**src/hdl/pmg_defines.svh**
```systemverilog
`ifndef PMG_DEFINES_SVH
`define PMG_DEFINES_SVH

// Operation
// Bit 1 of gate control 1 stops the CAN controller when set and lets it run when clear.
// Bit 0 of gate control 1 stops the ADC when set and lets it run when clear.
// Bits 11 to 8 of gate control 2 each stop one input capture unit when set.
// Bits 3 to 0 of gate control 2 each stop one output compare unit when set.
// Bit 10 of gate control 3 stops the comparator block when set.
// Bit 3 of gate control 4 stops the reference clock output module when set.
// Bit 2 of gate control 4 stops the charge-time measurement unit when set.
// Bits 10 to 8 of gate control 6 each stop one PWM generator when set.
// Bit 4 of gate control 7 stops all four DMA channels together when set.
// Bit 12 of gate control 8 stops SENT channel b and bit 11 stops SENT channel a.
// Bit 8 of gate control 8 stops the deadman timer when set.
// Every unassigned bit reads zero and ignores writes.
// All implemented bits clear at reset so every present module starts enabled, and stay read/write.
// The CAN bit exists only on variants with CAN and otherwise acts as unimplemented.
// A module is stopped or started one cycle after its bit is set or cleared.
// A stopped module has its clocks halted and its register writes ignored, its reads undefined.
// One registered active-high enable per gated module equals the inverse of its bit.

// ----------------------------------------------------------------
// Register byte addresses
// ----------------------------------------------------------------
`define PMG_ADDR_CTRL_1 12'h000
`define PMG_ADDR_CTRL_2 12'h004
`define PMG_ADDR_CTRL_3 12'h008
`define PMG_ADDR_CTRL_4 12'h00C
`define PMG_ADDR_CTRL_6 12'h014
`define PMG_ADDR_CTRL_7 12'h018
`define PMG_ADDR_CTRL_8 12'h01C

// ----------------------------------------------------------------
// Writable masks (implemented bits)
// ----------------------------------------------------------------
`define PMG_MASK_CTRL_1_NOCAN 16'h0001
`define PMG_MASK_CTRL_1_CAN   16'h0003
`define PMG_MASK_CTRL_2       16'h0F0F
`define PMG_MASK_CTRL_3       16'h0400
`define PMG_MASK_CTRL_4       16'h000C
`define PMG_MASK_CTRL_6       16'h0700
`define PMG_MASK_CTRL_7       16'h0010
`define PMG_MASK_CTRL_8       16'h1900

// ----------------------------------------------------------------
// Field positions
// ----------------------------------------------------------------
`define PMG_BIT_ADC        0
`define PMG_BIT_CAN        1
`define PMG_LSB_COMPARE    0
`define PMG_LSB_CAPTURE    8
`define PMG_BIT_COMPARATOR 10
`define PMG_BIT_CHARGE     2
`define PMG_BIT_REFCLK     3
`define PMG_LSB_PWM        8
`define PMG_BIT_DMA        4
`define PMG_BIT_DEADMAN    8
`define PMG_BIT_SENT_A     11
`define PMG_BIT_SENT_B     12

// ----------------------------------------------------------------
// Reset values
// ----------------------------------------------------------------
`define PMG_RESET_VALUE 16'h0000

`endif

```
**src/hdl/pmg_pkg.sv**
```systemverilog
package pmg_pkg;

    typedef logic [15:0] pmg_reg_t;

    typedef enum logic [2:0]
    {
        PMG_SEL_NONE = 3'h0,
        PMG_SEL_1    = 3'h1,
        PMG_SEL_2    = 3'h2,
        PMG_SEL_3    = 3'h3,
        PMG_SEL_4    = 3'h4,
        PMG_SEL_6    = 3'h5,
        PMG_SEL_7    = 3'h6,
        PMG_SEL_8    = 3'h7
    } pmg_sel_t;

endpackage

```
**src/hdl/pmg_gate_reg.sv**
```systemverilog
`timescale 1ns/1ps
`include "pmg_defines.svh"

// One gating register: only masked bits are stored, the rest read zero
module pmg_gate_reg #(
    parameter logic [15:0] MASK = 16'h0000
) (
    // Clock and reset
    input  wire logic        aclk,
    input  wire logic        aresetn,
    // Write port
    input  wire logic        wr_en,
    input  wire logic [15:0] wr_data,
    input  wire logic [1:0]  wr_strb,
    // Stored value
    output pmg_pkg::pmg_reg_t value_q
);

    pmg_pkg::pmg_reg_t merged;

    always_comb
    begin
        merged = value_q;
        if (wr_strb[0])
        begin
            merged[7:0] = wr_data[7:0];
        end
        if (wr_strb[1])
        begin
            merged[15:8] = wr_data[15:8];
        end
    end

    always_ff @(posedge aclk)
    begin
        if (!aresetn)
        begin
            value_q <= `PMG_RESET_VALUE;
        end
        else if (wr_en)
        begin
            value_q <= merged & MASK;
        end
    end

endmodule

```
**src/hdl/pmg_top.sv**
```systemverilog
`timescale 1ns/1ps
`include "pmg_defines.svh"

module pmg_top #(
    parameter bit HAS_CAN = 1'b1
) (
    // Clock and reset
    input  wire logic        aclk,
    input  wire logic        aresetn,
    // AXI4-Lite write address
    input  wire logic [11:0] s_axi_awaddr,
    input  wire logic [2:0]  s_axi_awprot,
    input  wire logic        s_axi_awvalid,
    output wire logic        s_axi_awready,
    // AXI4-Lite write data
    input  wire logic [31:0] s_axi_wdata,
    input  wire logic [3:0]  s_axi_wstrb,
    input  wire logic        s_axi_wvalid,
    output wire logic        s_axi_wready,
    // AXI4-Lite write response
    output logic      [1:0]  s_axi_bresp,
    output logic             s_axi_bvalid,
    input  wire logic        s_axi_bready,
    // AXI4-Lite read address
    input  wire logic [11:0] s_axi_araddr,
    input  wire logic [2:0]  s_axi_arprot,
    input  wire logic        s_axi_arvalid,
    output wire logic        s_axi_arready,
    // AXI4-Lite read data
    output logic      [31:0] s_axi_rdata,
    output logic      [1:0]  s_axi_rresp,
    output logic             s_axi_rvalid,
    input  wire logic        s_axi_rready,
    // Module clock gate enables, high = module clocked
    output logic             adc_en_q,
    output logic             can_en_q,
    output logic      [3:0]  capture_unit_en_q,
    output logic      [3:0]  compare_unit_en_q,
    output logic             comparator_en_q,
    output logic             refclk_out_en_q,
    output logic             charge_time_unit_en_q,
    output logic      [2:0]  pwm_generator_en_q,
    output logic             dma_group_en_q,
    output logic             sent_channel_a_en_q,
    output logic             sent_channel_b_en_q,
    output logic             deadman_timer_en_q
);

    // ----------------------------------------------------------------
    // Address decode
    // ----------------------------------------------------------------
    function automatic pmg_pkg::pmg_sel_t decode(input logic [11:0] addr);
        logic [11:0] a;
        a = {addr[11:2], 2'b00};
        unique case (a)
            `PMG_ADDR_CTRL_1: decode = pmg_pkg::PMG_SEL_1;
            `PMG_ADDR_CTRL_2: decode = pmg_pkg::PMG_SEL_2;
            `PMG_ADDR_CTRL_3: decode = pmg_pkg::PMG_SEL_3;
            `PMG_ADDR_CTRL_4: decode = pmg_pkg::PMG_SEL_4;
            `PMG_ADDR_CTRL_6: decode = pmg_pkg::PMG_SEL_6;
            `PMG_ADDR_CTRL_7: decode = pmg_pkg::PMG_SEL_7;
            `PMG_ADDR_CTRL_8: decode = pmg_pkg::PMG_SEL_8;
            default:          decode = pmg_pkg::PMG_SEL_NONE;
        endcase
    endfunction

    // CAN bit only exists when the variant has the controller
    localparam logic [15:0] MASK_1 = HAS_CAN ? `PMG_MASK_CTRL_1_CAN : `PMG_MASK_CTRL_1_NOCAN;

    // ----------------------------------------------------------------
    // Write channel
    // ----------------------------------------------------------------
    logic              aw_held_q;
    logic [11:0]       aw_addr_q;
    logic              w_held_q;
    logic [31:0]       w_data_q;
    logic [3:0]        w_strb_q;
    logic              wr_fire;
    pmg_pkg::pmg_sel_t wr_sel;

    // Address and data are latched independently, then retired together
    assign s_axi_awready = !aw_held_q && !s_axi_bvalid;
    assign s_axi_wready  = !w_held_q && !s_axi_bvalid;
    assign wr_fire       = aw_held_q && w_held_q && !s_axi_bvalid;
    assign wr_sel        = decode(aw_addr_q);

    always_ff @(posedge aclk)
    begin
        if (!aresetn)
        begin
            aw_held_q <= 1'b0;
            aw_addr_q <= 12'h000;
        end
        else if (s_axi_awvalid && s_axi_awready)
        begin
            aw_held_q <= 1'b1;
            aw_addr_q <= s_axi_awaddr;
        end
        else if (wr_fire)
        begin
            aw_held_q <= 1'b0;
        end
    end

    always_ff @(posedge aclk)
    begin
        if (!aresetn)
        begin
            w_held_q <= 1'b0;
            w_data_q <= 32'h0000_0000;
            w_strb_q <= 4'h0;
        end
        else if (s_axi_wvalid && s_axi_wready)
        begin
            w_held_q <= 1'b1;
            w_data_q <= s_axi_wdata;
            w_strb_q <= s_axi_wstrb;
        end
        else if (wr_fire)
        begin
            w_held_q <= 1'b0;
        end
    end

    always_ff @(posedge aclk)
    begin
        if (!aresetn)
        begin
            s_axi_bvalid <= 1'b0;
            s_axi_bresp  <= 2'h0;
        end
        else if (wr_fire)
        begin
            s_axi_bvalid <= 1'b1;
            // Unmapped addresses are answered with DECERR
            s_axi_bresp  <= (wr_sel == pmg_pkg::PMG_SEL_NONE) ? 2'h3 : 2'h0;
        end
        else if (s_axi_bready)
        begin
            s_axi_bvalid <= 1'b0;
        end
    end

    // ----------------------------------------------------------------
    // Gating registers
    // ----------------------------------------------------------------
    pmg_pkg::pmg_reg_t ctrl_1;
    pmg_pkg::pmg_reg_t ctrl_2;
    pmg_pkg::pmg_reg_t ctrl_3;
    pmg_pkg::pmg_reg_t ctrl_4;
    pmg_pkg::pmg_reg_t ctrl_6;
    pmg_pkg::pmg_reg_t ctrl_7;
    pmg_pkg::pmg_reg_t ctrl_8;

    pmg_gate_reg #(.MASK(MASK_1)) u_ctrl_1 (
        .aclk    (aclk),
        .aresetn (aresetn),
        .wr_en   (wr_fire && wr_sel == pmg_pkg::PMG_SEL_1),
        .wr_data (w_data_q[15:0]),
        .wr_strb (w_strb_q[1:0]),
        .value_q (ctrl_1)
    );

    pmg_gate_reg #(.MASK(`PMG_MASK_CTRL_2)) u_ctrl_2 (
        .aclk    (aclk),
        .aresetn (aresetn),
        .wr_en   (wr_fire && wr_sel == pmg_pkg::PMG_SEL_2),
        .wr_data (w_data_q[15:0]),
        .wr_strb (w_strb_q[1:0]),
        .value_q (ctrl_2)
    );

    pmg_gate_reg #(.MASK(`PMG_MASK_CTRL_3)) u_ctrl_3 (
        .aclk    (aclk),
        .aresetn (aresetn),
        .wr_en   (wr_fire && wr_sel == pmg_pkg::PMG_SEL_3),
        .wr_data (w_data_q[15:0]),
        .wr_strb (w_strb_q[1:0]),
        .value_q (ctrl_3)
    );

    pmg_gate_reg #(.MASK(`PMG_MASK_CTRL_4)) u_ctrl_4 (
        .aclk    (aclk),
        .aresetn (aresetn),
        .wr_en   (wr_fire && wr_sel == pmg_pkg::PMG_SEL_4),
        .wr_data (w_data_q[15:0]),
        .wr_strb (w_strb_q[1:0]),
        .value_q (ctrl_4)
    );

    pmg_gate_reg #(.MASK(`PMG_MASK_CTRL_6)) u_ctrl_6 (
        .aclk    (aclk),
        .aresetn (aresetn),
        .wr_en   (wr_fire && wr_sel == pmg_pkg::PMG_SEL_6),
        .wr_data (w_data_q[15:0]),
        .wr_strb (w_strb_q[1:0]),
        .value_q (ctrl_6)
    );

    pmg_gate_reg #(.MASK(`PMG_MASK_CTRL_7)) u_ctrl_7 (
        .aclk    (aclk),
        .aresetn (aresetn),
        .wr_en   (wr_fire && wr_sel == pmg_pkg::PMG_SEL_7),
        .wr_data (w_data_q[15:0]),
        .wr_strb (w_strb_q[1:0]),
        .value_q (ctrl_7)
    );

    pmg_gate_reg #(.MASK(`PMG_MASK_CTRL_8)) u_ctrl_8 (
        .aclk    (aclk),
        .aresetn (aresetn),
        .wr_en   (wr_fire && wr_sel == pmg_pkg::PMG_SEL_8),
        .wr_data (w_data_q[15:0]),
        .wr_strb (w_strb_q[1:0]),
        .value_q (ctrl_8)
    );

    // ----------------------------------------------------------------
    // Read channel
    // ----------------------------------------------------------------
    pmg_pkg::pmg_sel_t rd_sel;
    pmg_pkg::pmg_reg_t rd_value;

    assign s_axi_arready = !s_axi_rvalid;
    assign rd_sel        = decode(s_axi_araddr);

    always_comb
    begin
        unique case (rd_sel)
            pmg_pkg::PMG_SEL_1: rd_value = ctrl_1;
            pmg_pkg::PMG_SEL_2: rd_value = ctrl_2;
            pmg_pkg::PMG_SEL_3: rd_value = ctrl_3;
            pmg_pkg::PMG_SEL_4: rd_value = ctrl_4;
            pmg_pkg::PMG_SEL_6: rd_value = ctrl_6;
            pmg_pkg::PMG_SEL_7: rd_value = ctrl_7;
            pmg_pkg::PMG_SEL_8: rd_value = ctrl_8;
            pmg_pkg::PMG_SEL_NONE: rd_value = 16'h0000;
        endcase
    end

    always_ff @(posedge aclk)
    begin
        if (!aresetn)
        begin
            s_axi_rvalid <= 1'b0;
            s_axi_rdata  <= 32'h0000_0000;
            s_axi_rresp  <= 2'h0;
        end
        else if (s_axi_arvalid && s_axi_arready)
        begin
            s_axi_rvalid <= 1'b1;
            // Upper half and unassigned bits always read zero
            s_axi_rdata  <= {16'h0000, rd_value};
            s_axi_rresp  <= (rd_sel == pmg_pkg::PMG_SEL_NONE) ? 2'h3 : 2'h0;
        end
        else if (s_axi_rready)
        begin
            s_axi_rvalid <= 1'b0;
        end
    end

    // ----------------------------------------------------------------
    // Module enables
    // ----------------------------------------------------------------
    // Registered one cycle after the bit changes; the peripheral side
    // gates its clock and bus strobes from these, so a disabled module
    // ignores register writes and returns undefined reads.
    // One process per gating register keeps each enable group apart.
    always_ff @(posedge aclk)
    begin
        if (!aresetn)
        begin
            adc_en_q              <= 1'b1;
            can_en_q              <= HAS_CAN;
        end
        else
        begin
            adc_en_q              <= !ctrl_1[`PMG_BIT_ADC];
            can_en_q              <= HAS_CAN && !ctrl_1[`PMG_BIT_CAN];
        end
    end

    always_ff @(posedge aclk)
    begin
        if (!aresetn)
        begin
            capture_unit_en_q     <= 4'hF;
            compare_unit_en_q     <= 4'hF;
        end
        else
        begin
            capture_unit_en_q     <= ~ctrl_2[`PMG_LSB_CAPTURE +: 4];
            compare_unit_en_q     <= ~ctrl_2[`PMG_LSB_COMPARE +: 4];
        end
    end

    always_ff @(posedge aclk)
    begin
        if (!aresetn)
        begin
            comparator_en_q       <= 1'b1;
        end
        else
        begin
            comparator_en_q       <= !ctrl_3[`PMG_BIT_COMPARATOR];
        end
    end

    always_ff @(posedge aclk)
    begin
        if (!aresetn)
        begin
            refclk_out_en_q       <= 1'b1;
            charge_time_unit_en_q <= 1'b1;
        end
        else
        begin
            refclk_out_en_q       <= !ctrl_4[`PMG_BIT_REFCLK];
            charge_time_unit_en_q <= !ctrl_4[`PMG_BIT_CHARGE];
        end
    end

    always_ff @(posedge aclk)
    begin
        if (!aresetn)
        begin
            pwm_generator_en_q    <= 3'h7;
        end
        else
        begin
            pwm_generator_en_q    <= ~ctrl_6[`PMG_LSB_PWM +: 3];
        end
    end

    always_ff @(posedge aclk)
    begin
        if (!aresetn)
        begin
            dma_group_en_q        <= 1'b1;
        end
        else
        begin
            dma_group_en_q        <= !ctrl_7[`PMG_BIT_DMA];
        end
    end

    always_ff @(posedge aclk)
    begin
        if (!aresetn)
        begin
            sent_channel_a_en_q   <= 1'b1;
            sent_channel_b_en_q   <= 1'b1;
            deadman_timer_en_q    <= 1'b1;
        end
        else
        begin
            sent_channel_a_en_q   <= !ctrl_8[`PMG_BIT_SENT_A];
            sent_channel_b_en_q   <= !ctrl_8[`PMG_BIT_SENT_B];
            deadman_timer_en_q    <= !ctrl_8[`PMG_BIT_DEADMAN];
        end
    end

endmodule

```
**config.mk**
```make
export PLATFORM = sky130hd
export DESIGN_NAME = pmg_top
export DESIGN_NICKNAME = d
export VERILOG_FILES = /design/src/hdl/pmg_pkg.sv /design/src/hdl/pmg_gate_reg.sv /design/src/hdl/pmg_top.sv
export VERILOG_INCLUDE_DIRS = /design/src /design/src/hdl
export SDC_FILE = /design/constraint.sdc
export NUM_CORES = 1
export LEC_CHECK = 0
export ABC_AREA = 1
export BUFFER_PORTS_ARGS = -buffer_cell sky130_fd_sc_hd__buf_2
export CORE_MARGIN = 3
export CORE_UTILIZATION = 45
export CTS_CLUSTER_DIAMETER = 30
export CTS_CLUSTER_SIZE = 20
export DETAILED_ROUTE_END_ITERATION = 12
export HOLD_SLACK_MARGIN = 0.05
export PLACE_DENSITY = 0.69
export SKIP_CTS_REPAIR_TIMING = 1
export SLEW_MARGIN = 20
export SYNTH_ARGS = -nofsm -noshare
export SYNTH_HDL_FRONTEND = slang
export SYNTH_HIERARCHICAL = 1
export SYNTH_SLANG_ARGS = --single-unit
export TNS_END_PERCENT = 10
```
**constraint.sdc**
```tcl
create_clock -name aclk -period 5.02 [get_ports aclk]
set_input_delay 0.753 -clock aclk [delete_from_list [all_inputs] [get_ports aclk]]
set_output_delay 0.753 -clock aclk [all_outputs]
set_load 0.02 [all_outputs]
```
==> summary.md, run 1 <==
| Metric | Value |
|---|---|
| Status | finished clean |
| Cts bufs inserted | 9 |
| Post-layout min period | 2.28 ns |
| Drt total wl | 10400 um |
| DR iter-0 viols | 113 |
| Synth Instances | 831 |
| DR WL/cell | 10.0 um |
| Worst Hold Class | reg -> reg |
| Share of layout cells above drive strength 1 | 0.159 |
| Worst r2r src | aw_addr_q[7] |
| Storage cell area | 1680 um^2 |
| WHS | 0.397 ns |
| Hold_sp | u_ctrl_2/value_q[10] |
| CTS clk-pin slew, worst paths | 0.06 ns |
| PortBufs | 83 |
| DR vias | 4315 |
| Synthesized area per cell | 6.43 um^2 |
| Met3 wire len | 412 um |
| Multi-input logic area | 2570 um^2 |
| Die area | 13200 um^2 |
| Dpl hpwl | 7550 um |
| Antenna violations before repair | 0 |
| Slew Viols, Final | 0 |
| Final worst-path cycle share | 0.454 |
| Ys Warns | 6 |
| Fillers | 1189 |
| I/O pin count | 134 |
| Uppermost routed layer | met4 |
| Clock root buffer | clkbuf_16 |
| Worst Max-Slew Pin Slew | 0.888 ns |
| CP max FO | 50 |
| Crit path from | s_axi_araddr[11] |
| Antenna viol nets, final | 0 |
| Worst slew margin | 0.407 |
| Initial core utilization | 0.464 |
| Met1 wire length | 4710 um |
| FMAX | 439 MHz |
| Data required, critical path | 5.28 ns |
| CP endpoint kind | register |
| Mapped Area | 5340 um^2 |
| Fin nets | 960 |
| N_diodes | 0 |
| Die Wd | 115 um |
| Critical path class | in -> reg |
| Core ar. | 11500 um^2 |
| Max Cap Viol | 0 |
| Synthesis-to-layout area growth | 5.18% |
| Met2 wire len | 5080 um |
| Vias per std cell | 4.17 |
| Clock tree sinks | 84 |
| Total Power | 1.50 mW |
| RSZ-0062 raised after global routing | false |
| Setup tns final | 0 ns |
| Clock Skew | 0.00809 ns |
| WP data arrival | 2.54 ns |
| Maximum number of pins on one net before global-route repair | 66 |
| H-tree levels | 3 |
| Flop-to-flop setup slack | 3.08 ns |
| Total congestion overflow | 0 |
| Startpoint types | input port |
| Pre-Repair DR Iteration Count | 4 |
| FP Rows | 39 |
| First-pass GRT wire length | 17600 um |
| PwrDens | 267 nW/um^2 |
| Fin. Hold Viols | 0 |
| Most frequent cells in the layout | nand2_1, nor2_1, inv_1 |
| Number of global-route vias before repair | 3815 |
| Clock latency on the worst-skew pair | 0.34 ns |
| Peak VDD IR | 0.181 mV |
| Leakage | 2.74 nW |
| Die Height | 115 um |
| # setup viols final | 0 |
| DRC | 0 |
| CTS tree | done |
| Gpl congestion | 0.801 |
| Commonest non-fill, non-tap cell in the layout | nand2_1 |
| Clk buf depth | 2 |
| Fin util | 0.488 |
| GRT Util Overall | 0.163 |
==> layout make-up <==
cell class                      instances  share of cell area
Multi-Input combinational cell        583               0.457
Sequential cell                        84               0.299
Inverter                              124              0.0829
Timing Repair Buffer                   85              0.0766
Clock buffer                           10              0.0408
Tap cell                              143              0.0318
Clock inverter                          6              0.0114
==> state kept, by name, indices dropped and copies added (netlist names), 2 cells and up <==
register	count
u_ctrl_8/value_q	3
s_axi_rdata	16
u_ctrl_2/value_q	8
u_ctrl_1/value_q	2
w_data_q	10
u_ctrl_4/value_q	2
w_strb_q	2
capture_unit_en_q	4
u_ctrl_6/value_q	3
pwm_generator_en_q	3
aw_addr_q	10
compare_unit_en_q	4
==> final timing paths <==
| kind | endpoint | cells after the start |
|---|---|---|
| setup / recovery | s_axi_rdata[3] | 9 |
| setup reg to reg | u_ctrl_2/value_q[3] | 13 |
| hold reg to reg | capture_unit_en_q[2] | 1 |
| hold / removal | capture_unit_en_q[2] | 1 |
==> worst max-delay path, stage by stage <==
cell	delay, ns
buf_2	0.11
nor2_4	0.11
buf_4	0.45
nand3_2	0.40
o21ai_0	0.29
inv_1	0.06
nand3_1	0.15
nand2_1	0.08
a21oi_1	0.12
==> per-layer routing <==
metal | global-route usage | vias to the layer above
met5 | 0 | -
met4 | 0.0462 | 0
met3 | 0.0411 | 13
met2 | 0.277 | 65
met1 | 0.206 | 1809
li1 | - | 2428
==> power breakdown <==
| part | internal (mW) | total (mW) | switching [mW] | leakage (nW) |
|---|---|---|---|---|
| logic | 0.0436 | 0.151 | 0.107 | 1.92 |
| registers | 0.688 | 0.704 | 0.0160 | 0.684 |
| clock network | 0.385 | 0.647 | 0.262 | 0.139 |
==> per-stage QoR <==
step                cell area [um^2]  std cells  setup slack [ns]
detailed placement              5330       1019              2.33
CTS                             5620       1035              2.69
global placement                5330       1019              2.37
finish                          5620       1035              2.74
floorplan                       5720        931              3.21
global route                    5620       1035              2.50
No activity file was read; power rests on OpenSTA's default activity.
==> run 2: changes to the inputs <==
- PLACE_DENSITY: 0.69 -> 0.72
- clock period: 5.02 -> 1.9 ns (I/O delays scaled with it)
==> run 2 against run 1 <==
Final area grew 3.1%. Via count grew 2.1%. Clock skew grew 0.0076 ns. Combinational power grew to 2.8 times the previous value. Critical endpoint is now u_ctrl_2/value_q[8]. Largest cell class unchanged.
==> summary.md, run 2 (synthesis gave the netlist of run 1 again) <==
| Metric | Value |
|---|---|
| Status | finished clean (unchanged) |
| Biggest register | s_axi_rdata (unchanged) |
| Setup slack after placement | 0.0394 ns (was 2.33 ns) |
| Met2 Use GR | 0.292 (was 0.277) |
| Cell repeated most along the worst path | nor2_1 |
| PwrDens | 723 nW/um^2 (was 267 nW/um^2) |
| CP endpoint kind | register (unchanged) |
| Antenna violations before repair | 0 (unchanged) |
| PortBufs | 83 (unchanged) |
| Pre-Repair DR Iteration Count | 5 (was 4) |
| Drt total wl | 10500 um (was 10400 um) |
| Post-layout instance area | 5790 um^2 (was 5620 um^2) |
| GR peak layer | met2 (unchanged) |
| Total Power | 4.18 mW (was 1.50 mW) |
| Vias per std cell | 4.20 (was 4.17) |
| Synthesis-to-layout area growth | 8.39% (was 5.18%) |
| # setup viols final | 0 (unchanged) |
| Max Cap Viol | 0 (unchanged) |
| Dpl hpwl | 7830 um (was 7550 um) |
| Clock Skew | 0.0157 ns (was 0.00809 ns) |
| Fin util | 0.503 (was 0.488) |
| H-tree levels | 3 (unchanged) |
| Critical path class | reg -> reg (was in -> reg) |
| Fin. Hold Viols | 0 (unchanged) |
| Slew Viols, Final | 0 (unchanged) |
| Post-DP Area | 5430 um^2 (was 5330 um^2) |
| GR Util met3 | 0.0363 (was 0.0411) |
| Layout Cells excl Fill | 1049 (was 1035) |
| Fillers | 1207 (was 1189) |
| Core ar. | 11500 um^2 (unchanged) |
| GRT Util Overall | 0.166 (was 0.163) |
| I/O pin count | 134 (unchanged) |
| Die Height | 115 um (unchanged) |
| CP max FO | 8 (was 50) |
| DR iter-0 viols | 130 (was 113) |
| Startpoint types | register (was input port) |
| Leakage | 2.84 nW (was 2.74 nW) |
| Storage cell area | 1680 um^2 (unchanged) |
| FMAX | 575 MHz |
| Worst Hold Class | in -> reg (was reg -> reg) |
| Final worst-path cycle share | 0.915 |
| Dpl cells | 1033 (was 1019) |
| Worst Max-Slew Pin Slew | 0.744 ns (was 0.888 ns) |
| Clock root buffer | clkbuf_16 (unchanged) |
| Hold_sp | s_axi_wdata[10] (was u_ctrl_2/value_q[10]) |
| Clock latency on the worst-skew pair | 0.35 ns (was 0.34 ns) |
| Commonest non-fill, non-tap cell in the layout | nand2_1 (unchanged) |
| Initial core utilization | 0.464 (unchanged) |
| DR WL/cell | 10.0 um (about the same) |
| CTS tree | done (unchanged) |
| Final WS setup | 0.162 ns (was 2.74 ns) |
| Crit path from | aw_addr_q[7] (was s_axi_araddr[11]) |
| Cts bufs inserted | 9 (unchanged) |
| Total congestion overflow | 0 (unchanged) |
| WP data arrival | 2.02 ns (was 2.54 ns) |
| Post-layout min period | 1.74 ns |
| Worst slew margin | 0.503 (was 0.407) |
| Worst r2r src | aw_addr_q[7] (unchanged) |
| Multi-input logic area | 2610 um^2 (was 2570 um^2) |
| CTS clk-pin slew, worst paths | 0.07 ns (was 0.06 ns) |
| Die area | 13200 um^2 (unchanged) |
| Share of layout cells above drive strength 1 | 0.180 (was 0.159) |
| Met1 Track Usage GR | 0.195 (was 0.206) |
| Max reg flops | 16 (unchanged) |
| Maximum number of pins on one net before global-route repair | 45 (was 66) |
| Clock tree sinks | 84 (unchanged) |
| Die Wd | 115 um (unchanged) |
| Clk buf depth | 2 (unchanged) |
| Worst path cell trace | nor2_1 -> nand3_2 -> inv_1 -> nand2_1 -> nor2_1 -> nor2_1 -> o21ai_2 -> nand2_2 -> nor2_4 -> nand2_2 -> nand2_1 -> nand2_1 -> nor2_1 (was buf_2 -> nor2_4 -> buf_4 -> nand3_2 -> o21ai_0 -> inv_1 -> nand3_1 -> nand2_1 -> a21oi_1) |
| Most frequent cells in the layout | nand2_1, nor2_1, inv_1 (unchanged) |
| FP Rows | 39 (unchanged) |
| Gpl congestion | 0.840 (was 0.801) |
| Top flop regs | s_axi_rdata x16, aw_addr_q x10, w_data_q x10 (unchanged) |
| Number of global-route vias before repair | 3934 (was 3815) |
| Antenna viol nets, final | 0 (unchanged) |
| Fin nets | 974 (was 960) |
| Peak VDD IR | 0.726 mV (was 0.181 mV) |
| Crit-path slowest cell | dfxtp_1 (was buf_4) |
| First-pass GRT wire length | 17600 um (about the same) |
| N_diodes | 0 (unchanged) |
| Max stage delay on crit path | 0.31 ns (was 0.45 ns) |
| RSZ-0062 raised after global routing | true (was false) |
| DRC | 0 (unchanged) |
| DR vias | 4405 (was 4315) |
| Data required, critical path | 2.18 ns (was 5.28 ns) |
==> run 2: cell types whose count changed in the layout (fill, tap and decap cells not counted), sizes merged <==
cell	previous run	this run
buf	85	99
clkinv	3	2
clkinvlp	2	1
bufinv	1	2
inv	124	125
==> run 2: worst paths after layout <==
kind	endpoint	slack (ns)	cells after the start
setup / recovery	u_ctrl_2/value_q[8]	0.16	13
hold / removal	w_data_q[10]	0.18	3
setup reg to reg	u_ctrl_2/value_q[8]	0.16	13
hold reg to reg	can_en_q	0.40	1
==> run 2: critical path: cells and delay by family, from the launching register on <==
family	cells	cell delay, ns
compound gates	1	0.13
simple gates	11	1.14
buf+inv	1	0.09
flops	1	0.31
==> run 2: report_power, final <==
| group | leakage, nW | switching, mW | total (mW) | internal [mW] |
|---|---|---|---|---|
| sequential | 0.684 | 0.0439 | 1.86 | 1.82 |
| combinational | 2.01 | 0.299 | 0.426 | 0.127 |
| clock | 0.154 | 0.736 | 1.90 | 1.16 |
==> run 2: area by class of cell <==
type                    instances  share of cell area
multi-input cells             583               0.450
flip-flops and latches         84               0.290
repair buffers                 99              0.0925
inverters                     124              0.0804
clock buffers                  10              0.0396
well taps                     143              0.0309
clock inverters                 6              0.0162
==> run 2: routing by layer <==
layer | up-vias | routed length [um]
li1 | 2456 | -
met1 | 1852 | 4730
met2 | 79 | 5190
met3 | 18 | 355
met4 | 0 | 233
met5 | - | 0
==> run 2: per-stage QoR <==
stage | hold slack, ns | setup TNS (ns)
finish | 0.177 | 0
global route | 0.203 | -0.0448
CTS | 0.165 | 0
detailed placement | 0.388 | 0
global placement | 0.386 | 0
floorplan | 0.368 | 0
==> run 3: changes to the inputs <==
- CORE_MARGIN: 3 -> 2
- CORE_UTILIZATION: 45 -> 35
- PLACE_DENSITY: 0.72 -> default
==> run 3 against run 2 <==
Final area increased by 1.5%. Combinational power increased by 3%. Clock skew decreased by 0.0080 ns. Register-to-register slack about the same. Utilization decreased by 11 points. Non-clock buffer count increased by 1. Maximum frequency decreased by 0.38%. Critical path type unchanged.
==> summary.md, run 3 (synthesis gave the netlist of run 1 again) <==
| Metric | Value |
|---|---|
| Status | finished clean (unchanged) |
| Setup tns final | 0 ns (unchanged) |
| Startpoint types | register (unchanged) |
| FP Rows | 45 (was 39) |
| Maximum number of pins on one net before global-route repair | 58 (was 45) |
| CP max FO | 6 (was 8) |
| Leakage | 2.87 nW (was 2.84 nW) |
| Data required, critical path | 2.18 ns (about the same) |
| Pre-Repair DR Iteration Count | 4 (was 5) |
| N_diodes | 0 (unchanged) |
| Total congestion overflow | 0 (unchanged) |
| Antenna violations before repair | 0 (unchanged) |
| Clk buf depth | 2 (unchanged) |
| Synthesis-to-layout area growth | 10.0% (was 8.39%) |
| Commonest non-fill, non-tap cell in the layout | nand2_1 (unchanged) |
| Vias per std cell | 4.05 (was 4.20) |
| Post-layout min period | 1.74 ns (about the same) |
| Post-DP Area | 5490 um^2 (was 5430 um^2) |
| CTS tree | done (unchanged) |
| Die Wd | 128 um (was 115 um) |
| PwrDens | 695 nW/um^2 (was 723 nW/um^2) |
| DRC | 0 (unchanged) |
| Critical path class | reg -> reg (unchanged) |
| H-tree levels | 3 (unchanged) |
| Final worst-path cycle share | 0.918 (was 0.915) |
| Post-layout instance area | 5880 um^2 (was 5790 um^2) |
| Core ar. | 15000 um^2 (was 11500 um^2) |
| Share of layout cells above drive strength 1 | 0.193 (was 0.180) |
| Number of global-route vias before repair | 3893 (was 3934) |
| CP endpoint kind | register (unchanged) |
| DR iter-0 viols | 157 (was 130) |
| Die Height | 128 um (was 115 um) |
| Clock Skew | 0.00773 ns (was 0.0157 ns) |
| Drt total wl | 11200 um (was 10500 um) |
| GRT Util Overall | 0.140 (was 0.166) |
| Total Power | 4.08 mW (was 4.18 mW) |
| Clock root buffer | clkbuf_16 (unchanged) |
| PortBufs | 83 (unchanged) |
| First-pass GRT wire length | 18200 um (was 17600 um) |
| Dpl hpwl | 8400 um (was 7830 um) |
| CTS clk-pin slew, worst paths | 0.07 ns (about the same) |
| Antenna viol nets, final | 0 (unchanged) |
| Worst slew margin | 0.506 (was 0.503) |
| Fin. Hold Viols | 0 (unchanged) |
| Top flop regs | s_axi_rdata x16, aw_addr_q x10, w_data_q x10 (unchanged) |
| DR vias | 4432 (was 4405) |
| FMAX | 573 MHz (was 575 MHz) |
| Slew Viols, Final | 0 (unchanged) |
| DR WL/cell | 10.2 um (was 10.0 um) |
| Max reg flops | 16 (unchanged) |
| Initial core utilization | 0.355 (was 0.464) |
| Worst Max-Slew Pin Slew | 0.740 ns (was 0.744 ns) |
| Peak VDD IR | 0.437 mV (was 0.726 mV) |
| Cts bufs inserted | 9 (unchanged) |
| WP data arrival | 2.03 ns (was 2.02 ns) |
| Clock tree sinks | 84 (unchanged) |
| I/O pin count | 134 (unchanged) |
| Clock latency on the worst-skew pair | 0.35 ns (about the same) |
| Worst Hold Class | in -> reg (unchanged) |
| Most frequent cells in the layout | nand2_1, inv_1, nor2_1 (was nand2_1, nor2_1, inv_1) |
| # setup viols final | 0 (unchanged) |
| Fin nets | 975 (was 974) |
| Die area | 16300 um^2 (was 13200 um^2) |
| Max Cap Viol | 0 (unchanged) |
| Gpl congestion | 0.801 (was 0.840) |
| Biggest register | s_axi_rdata (unchanged) |
run 3: per-layer routing:
layer | vias to the layer above | track usage | share of wire
li1 | 2461 | - | -
met5 | - | 0 | 0
met1 | 1887 | 0.164 | 0.45
met2 | 71 | 0.250 | 0.49
met3 | 13 | 0.0348 | 0.033
met4 | 0 | 0.0504 | 0.019
run 3: final timing paths:
| check | endpoint | cells after the start | from | slack [ns] |
|---|---|---|---|---|
| max | u_ctrl_8/value_q[8] | 13 | aw_addr_q[8] | 0.16 |
| min | w_strb_q[1] | 3 | s_axi_wstrb[1] | 0.18 |
| max reg2reg | u_ctrl_8/value_q[8] | 13 | aw_addr_q[8] | 0.16 |
| min reg2reg | can_en_q | 1 | u_ctrl_1/value_q[1] | 0.40 |
run 3: through the flow:
step	cells	hold WS, ns	utilization	setup WS (ns)
after floorplan	931	0.368	-	0.307
after global placement	1078	0.386	0.365	-0.00353
after detailed placement	1078	0.389	0.365	0.00987
after CTS	1094	0.168	0.385	0.0138
after global routing	1095	0.183	0.391	-0.0283
final	1095	0.176	0.391	0.155
run 3: power by group:
| part | total, mW | leakage [nW] | internal [mW] | switching (mW) |
|---|---|---|---|---|
| registers | 1.86 | 0.684 | 1.82 | 0.0461 |
| clock network | 1.79 | 0.143 | 1.04 | 0.750 |
| logic | 0.437 | 2.04 | 0.129 | 0.307 |
run 3: critical path, cell delays in order, from the launching register on:
cell and delay [ns]:
dfxtp_2 0.32, nor2_2 0.12, nand3_2 0.15, inv_2 0.12, nand2_4 0.07, nor2_4 0.12
nor2_1 0.06, o21ai_2 0.11, nand2_1 0.14, nor2_2 0.11, nand2_2 0.11, nand2_1 0.09
nand2_1 0.05, nor2_1 0.10
run 3: layout make-up:
type / instances / area, um^2
Sequential cell: 84 / 1680
Timing Repair Buffer: 100 / 543
Fill cell: 1627 / 9160
Clock inverter: 7 / 80.1
Inverter: 124 / 465
Clock buffer: 9 / 225
Multi-Input combinational cell: 583 / 2650
Tap cell: 188 / 235
